$ cat config.mk
export PLATFORM = sky130hd
export DESIGN_NAME = line_period_timer
export DESIGN_NICKNAME = d
export VERILOG_FILES = /design/src/design/line_period_timer.sv
export SDC_FILE = /design/constraint.sdc
export NUM_CORES = 1
export LEC_CHECK = 0
export ABC_AREA = 1
export BUFFER_PORTS_ARGS = -buffer_cell sky130_fd_sc_hd__buf_2
export CORE_ASPECT_RATIO = 1.2
export CORE_MARGIN = 2
export CORE_UTILIZATION = 35
export DETAILED_ROUTE_END_ITERATION = 16
export PLACE_DENSITY = 0.62
export SYNTH_ARGS = -nofsm -noshare
export SYNTH_HDL_FRONTEND = slang
export SYNTH_SLANG_ARGS = --single-unit
$ cat constraint.sdc
create_clock -name clock_i -period 6.8 [get_ports clock_i]
set_input_delay 1.36 -clock clock_i [delete_from_list [all_inputs] [get_ports clock_i]]
set_output_delay 1.36 -clock clock_i [all_outputs]
set_load 0.01 [all_outputs]
$ cat src/design/line_period_timer.sv
module line_period_timer #(
  parameter int unsigned UNIT_CYCLES_P = 40,
  parameter int unsigned PERIOD_W      = 16
) (
  input  wire logic                clock_i,
  input  wire logic                rst_n_i,
  input  wire logic                ce_i,
  input  wire logic                run_i,
  input  wire logic [PERIOD_W-1:0] period_i,
  output logic                     tick_o
);

  localparam int unsigned UNIT_W = $clog2(UNIT_CYCLES_P + 1);
  localparam logic [UNIT_W-1:0] UNIT_LAST = UNIT_W'(UNIT_CYCLES_P - 1);

  initial begin
    if (UNIT_CYCLES_P < 1 || PERIOD_W < 1) begin
      $error("line_period_timer: unit and period width must be at least one");
    end
  end

  logic [UNIT_W-1:0]   unit_q;
  logic [PERIOD_W-1:0] units_q;
  logic [PERIOD_W-1:0] last_unit;

  // zero period behaves as one unit
  assign last_unit = (period_i == '0) ? '0 : PERIOD_W'(period_i - 1'b1);

  // unit prescaler and unit counter, one tick per line
  always_ff @(posedge clock_i) begin
    if (!rst_n_i) begin
      unit_q  <= '0;
      units_q <= '0;
      tick_o  <= 1'b0;
    end else if (ce_i) begin
      tick_o <= 1'b0;
      if (!run_i) begin
        unit_q  <= '0;
        units_q <= '0;
      end else if (unit_q == UNIT_LAST) begin
        unit_q <= '0;
        if (units_q >= last_unit) begin
          units_q <= '0;
          tick_o  <= 1'b1;
        end else begin
          units_q <= PERIOD_W'(units_q + 1'b1);
        end
      end else begin
        unit_q <= UNIT_W'(unit_q + 1'b1);
      end
    end
  end

endmodule

==> results of run 1 <==
-- logic make-up (layout without fill, tap and decap cells) --
| kind of cell | count (synthesis) | count (layout) | synth area share [%] |
|---|---|---|---|
| and+or+nand+nor | 188 | 188 | 40.2 |
| buffers and inverters | 53 | 72 | 10.6 |
| AOI/OAI and AO/OA | 32 | 32 | 9.13 |
| DFF | 23 | 23 | 22.4 |
| adders and majority gates | 20 | 20 | 12.2 |
| xor gates and xnor gates | 13 | 13 | 5.54 |
-- synthesized netlist by cell type --
master    number
ha_1          20
nand4_1       12
nand2_1       79
nor3_4         1
a31o_2         2
a21oi_1       11
o21bai_1       2
or2_2          2
buf_6          2
xnor2_1        6
dfxtp_1       23
o21ai_0       12
o211ai_1       1
nand3_1       30
inv_1         48
buf_2          3
o21ai_1        2
nor3_1         8
a21oi_4        1
nand3_2        2
xor2_1         7
nor2_1        49
nor2_2         2
nand2_2        3
a31oi_1        1
-- power breakdown --
group	switching, mW	internal, mW	total (mW)	leakage, nW
registers	0.000811	0.135	0.136	0.186
clock network	0.0466	0.0410	0.0876	0.0255
logic	0.0280	0.0159	0.0439	0.895
total	0.0754	0.192	0.268	1.11
-- registers in the layout, summed over array words and instances (netlist names) --
| register | count |
|---|---|
| tick_o | 1 |
| unit_q | 6 |
| units_q | 16 |
-- critical path: stages --
cell and delay (ps):
buf_2 110, inv_1 90, nand2_1 120, nor3_1 460, nand4_1 190, xnor2_1 180, nand2_1 80, ha_1 310
a21oi_1 150, o21ai_0 100, nor2_1 200, nand3_1 120, nand2_1 70, inv_1 160, nor2_1 130
-- metrics by stage --
step / std cells / util (%) / area, sq um
floorplan: 329 / - / 2060
global route: 428 / 40.0 / 2260
CTS: 428 / 40.0 / 2260
global placement: 424 / 39.1 / 2220
finish: 428 / 40.0 / 2260
detailed placement: 424 / 39.1 / 2220
-- cells in the final DEF (no fill, tap or decap), types with 3 or more instances in the layout --
cell / n
nand2_1: 79
xnor2_1: 6
nor2_1: 49
nand2_2: 3
inv_1: 48
a21oi_1: 11
ha_1: 20
nor3_1: 8
buf_2: 20
clkbuf_8: 3
o21ai_0: 12
nand3_1: 30
nand4_1: 12
dfxtp_1: 23
xor2_1: 7
-- metal layers --
layer | GRT usage [%] | up-vias | share of wire [%]
li1 | - | 1100 | -
met1 | 21.0 | 901 | 48
met2 | 27.1 | 38 | 47
met3 | 1.38 | 9 | 2.6
met4 | 6.45 | 0 | 2.4
met5 | 0 | - | 0
-- final cells by class --
class	instances	share of cell area, %
clock buffer	3	1.82
clock inverter	1	0.221
tap	80	4.42
multi-input combinational	253	60.8
inverter	48	7.96
timing repair buffer	20	4.42
sequential	23	20.3
-- path summary, 6_finish.rpt --
path | startpoint | slack (ps) | endpoint
setup / recovery | period_i[0] | 3190 | units_q[4]
setup reg to reg | units_q[7] | 4990 | units_q[4]
hold reg to reg | tick_o | 480 | tick_o
hold / removal | tick_o | 480 | tick_o
==> metrics.md, run 1 <==
| Metric | Value |
|---|---|
| Clk slew on worst S/H paths | `80 ps` |
| Post-Place Setup Slack | `around 2900 ps` |
| Synth-to-Final Area Change | `10.2%` |
| Top-Level Pins | `21` |
| Hold WS | `478 ps` |
| Pleak | `between 1 and 1.5 nW` |
| Row Count | `30` |
| Syn nets | `around 370` |
| Filler cells | `between 600 and 700` |
| Period utilization | `a little over half` |
| Clock H-tree levels | `1` |
| Vias in the first global route | `1853` |
| Starting density of the core | `36.3%` |
| Final worst slack | `roughly 3200 ps` |
| Worst Hold Depth | `2` |
| Critical Setup Path Class | `input port to flop` |
| Share of layout cells above drive strength 1 | `approximately a tenth` |
| Max_slew headroom | `~67%` |
| Fin. max-slew vios | `0` |
| Tot GR Track Use | `16.1%` |
| Final setup TNS | `0 ps` |
| Power per cell area | `between 100 and 150 nW/um^2` |
| Avg Synthesized Cell Area | `between 6 and 7 sq um` |
| Area of the multi-input gates | `1380 sq um` |
| CP max FO | `11` |
| N_diodes | `0` |
| Drt first pass iters | `4` |
| Sequential cell area fraction in the yosys report | `22.4%` |
| Num CTS Buffers | `3` |
| Gpl congestion | `around 0.83` |
| Die area | `roughly 6500 sq um` |
| CTS tree | `done` |
| Outcome | `finished, final reports clean` |
| Post-CTS Hold Fix Bufs | `0` |
| Antenna violations before repair | `0` |
| Clk_skew | `~2.2 ps` |
| Synth warnings | `0` |
| Final ANT Viol Nets | `0` |
| Hold Path Class | `flop to flop` |
| Sink Count | `23` |
| CP startpoint kind | `input port` |
| DP HPWL | `3890 microns` |
| Largest net degree at the start of global routing | `17` |
| Fin nets | `about 400` |
| Clk_lat worst skew | `about 270 ps` |
| Routed vias/inst | `approximately 4.8` |
| Top-area cell type share of the netlist area | `22.4%` |
| Required time worst endpoint | `between 7000 and 8000 ps` |
| Wire length per cell | `between 10 and 15 microns` |
| Vias | `~2000` |
| Chip Width | `about 74 microns` |
| Maximum vdd drop | `60.7 uV` |
| Cell Area, Synth | `2060 sq um` |
| Postcts setup bufs | `0` |
| Synth unique cells | `25` |
| Worst-Margin Slew | `approximately 490 ps` |
| Register area | `about 460 sq um` |
| Overall power | `~0.27 mW` |
| I/O Buffers | `20` |
| GRT overflow | `0` |
| Core footprint | `roughly 5700 sq um` |
| Post-Synthesis Cells | `approximately 330` |
| Root Buffer | `clkbuf_8` |
| R2R cell count | `12` |
| WP data arrival | `approximately 3800 ps` |
| Residual DRC | `0` |
| # setup viols final | `0` |
| RSZ-0062 raised after global routing | `false` |
| First-pass GRT wire length | `8290 microns` |
| Die H | `88.0 microns` |
| Final Hold Viols | `0` |
| Max Cap Viol | `0` |
| Initial DRC Count | `173` |
| Longest Clk Path Bufs | `2` |
| Post-synth top area cell | `dfxtp_1` |
| CTS-repair resized insts | `0` |
| CP endpoint kind | `flop` |
| Routed WL | `about 4700 microns` |
| Area contributors post-synth | `dfxtp_1 (22%), nand2_1 (14%), ha_1 (12%)` |
| Synthesized flop and latch total | `23` |
| FMAX | `approximately 280 MHz` |
| Post-layout min period | `roughly 3600 ps` |
No activity file was read; power rests on OpenSTA's default activity.
==> run 2, diff against run 1 <==
clock period = 3.4 ns   (was 6.8 ns; I/O delays follow)
==> metrics.md, run 2 (synthesis gave the netlist of run 1 again) <==
| Metric | Value |
|---|---|
| Outcome | `finished, final reports clean (unchanged)` |
| Commonest cells after routing, fill and taps aside | `nand2_1 (79), nor2_1 (49), inv_1 (48) (unchanged)` |
| Initial DRC Count | `108 (was 173)` |
| CP max FO | `11 (unchanged)` |
| Post-CTS Hold Fix Bufs | `0 (unchanged)` |
| Hold Path Class | `flop to flop (unchanged)` |
| Die H | `88.0 microns (unchanged)` |
| Max reg flops | `16 (unchanged)` |
| R2r setup slk | `1580 ps (was 4990 ps)` |
| CP startpoint kind | `input port (unchanged)` |
| GRT overflow | `0 (unchanged)` |
| Drt first pass iters | `4 (unchanged)` |
| Worst-Margin Slew | `496 ps (was 489 ps)` |
| RSZ-0062 raised after global routing | `false (unchanged)` |
| Filler cells | `609 (was 633)` |
| Die area | `6510 sq um (unchanged)` |
| DP HPWL | `3880 microns (was 3890 microns)` |
| Vias in the first global route | `1896 (was 1853)` |
| Final ANT Viol Nets | `0 (unchanged)` |
| Clk slew on worst S/H paths | `90 ps (was 80 ps)` |
| Final Hold Viols | `0 (unchanged)` |
| Commonest non-fill, non-tap cell in the layout | `nand2_1 (unchanged)` |
| R2R cell count | `12 (unchanged)` |
| Starting density of the core | `36.3% (unchanged)` |
| Worst R2R End | `units_q[4] (unchanged)` |
| Biggest regs | `units_q x16, unit_q x6, tick_o x1 (unchanged)` |
| Worst Hold Depth | `2 (unchanged)` |
| CTS-repair resized insts | `0 (unchanged)` |
| Routed vias/inst | `4.75 (was 4.79)` |
| Clock H-tree levels | `1 (unchanged)` |
| Largest net degree at the start of global routing | `17 (unchanged)` |
| Pleak | `1.11 nW (about the same)` |
| Gpl congestion | `0.832 (was 0.829)` |
| Top-Level Pins | `21 (unchanged)` |
| Num CTS Buffers | `3 (unchanged)` |
| Synth-to-Final Area Change | `10.5% (was 10.2%)` |
| Biggest register | `units_q (unchanged)` |
| Post-Layout Cell Count | `429 (was 428)` |
| Vias | `2037 (was 2048)` |
| Postcts setup bufs | `0 (unchanged)` |
| Crit. Startpoint | `period_i[0] (unchanged)` |
| FMAX | `339 MHz` |
| Tot GR Track Use | `16.0% (was 16.1%)` |
| Reg-to-Reg Start | `units_q[7] (unchanged)` |
| Power per cell area | `233 nW/um^2 (was 118 nW/um^2)` |
| Row Count | `30 (unchanged)` |
| First-pass GRT wire length | `8310 microns (was 8290 microns)` |
| Core footprint | `5670 sq um (unchanged)` |
| CP endpoint kind | `flop (unchanged)` |
| WP data arrival | `3090 ps (was 3820 ps)` |
| Critical Setup Path Class | `input port to flop (unchanged)` |
| Chip Width | `74.0 microns (unchanged)` |
| # setup viols final | `0 (unchanged)` |
| Longest Clk Path Bufs | `2 (unchanged)` |
| Final setup TNS | `0 ps (unchanged)` |
| Maximum vdd drop | `111 uV (was 60.7 uV)` |
| Fin. max-slew vios | `0 (unchanged)` |
| Register area | `460 sq um (unchanged)` |
| Clk_lat worst skew | `260 ps (was 270 ps)` |
| Post-layout min period | `around 3000 ps` |
| Max Cap Viol | `0 (unchanged)` |
| Max_slew headroom | `66.7% (was 67.2%)` |
| Overall power | `0.530 mW (was 0.268 mW)` |
| Required time worst endpoint | `3550 ps (was 7010 ps)` |
| I/O Buffers | `20 (unchanged)` |
| Root Buffer | `clkbuf_8 (unchanged)` |
| Antenna violations before repair | `0 (unchanged)` |
| Period utilization | `a little under 90%` |
| Share of layout cells above drive strength 1 | `10.9% (was 10.6%)` |
| N_diodes | `0 (unchanged)` |
| Clk_skew | `7.33 ps (was 2.15 ps)` |
| DP Cell Count | `425 (was 424)` |
| CTS tree | `done (unchanged)` |
| Sink Count | `23 (unchanged)` |
| Fin nets | `390 (was 389)` |
| Area of the multi-input gates | `1380 sq um (unchanged)` |
| Routed WL | `4720 microns (was 4750 microns)` |
| Worst setup path endpoint | `units_q[4] (unchanged)` |
| Residual DRC | `0 (unchanged)` |
| Wire length per cell | `11.0 microns (was 11.1 microns)` |
run 2: cell types whose count changed in the layout (fill, tap and decap cells not counted):
cell / previous run / this run
buf_4: 0 / 1
run 2: final cells by class:
class,count,area share [%]
clock buffers,3,1.82
clock inverters,1,0.220
well taps,80,4.41
flip-flops and latches,23,20.3
repair buffers,21,4.74
inverters,48,7.93
multi-input cells,253,60.6
run 2: where the power goes:
group	internal, mW	total, mW	switching, mW	leakage, nW
registers	0.271	0.273	0.00172	0.186
clock network	0.0817	0.170	0.0879	0.0255
logic	0.0320	0.0881	0.0561	0.899
total	0.385	0.530	0.146	1.11
run 2: per-stage QoR:
stage | hold WS [ps] | worst slack [ps] | area (sq um) | utilization (%)
global placement | 463 | 222 | 2230 | 39.3
global route | 525 | 41.1 | 2270 | 40.1
finish | 480 | 454 | 2270 | 40.1
CTS | 484 | 440 | 2270 | 40.1
detailed placement | 469 | 155 | 2230 | 39.3
floorplan | 460 | 720 | 2060 | -
run 2: how the worst min path moves through the flow:
stage               startpoint        end  slack, ps
floorplan            unit_q[0]  unit_q[0]        460
global placement        tick_o     tick_o        460
detailed placement      tick_o     tick_o        470
CTS                     tick_o     tick_o        480
global route            tick_o     tick_o        530
finish                  tick_o     tick_o        480
run 2: per-layer routing:
metal  GRT usage [%]  vias to the layer above  wire (microns)
li1                -                     1100               -
met1            20.6                      891            2210
met2            28.7                       42            2320
met3            1.04                        4             143
met4            3.97                        0              49
met5               0                        -               0
run 2: critical path, cell delays in order:
cell and delay [ps]:
buf_2 100, inv_1 90, nand2_1 130, nor3_1 470, nand4_1 190, xnor2_1 180, nand2_1 100, ha_1 320
nand4_1 120, nor2_1 130, nand2_1 100, nand3_1 90, nand2_1 50, inv_1 280, nor2_1 70
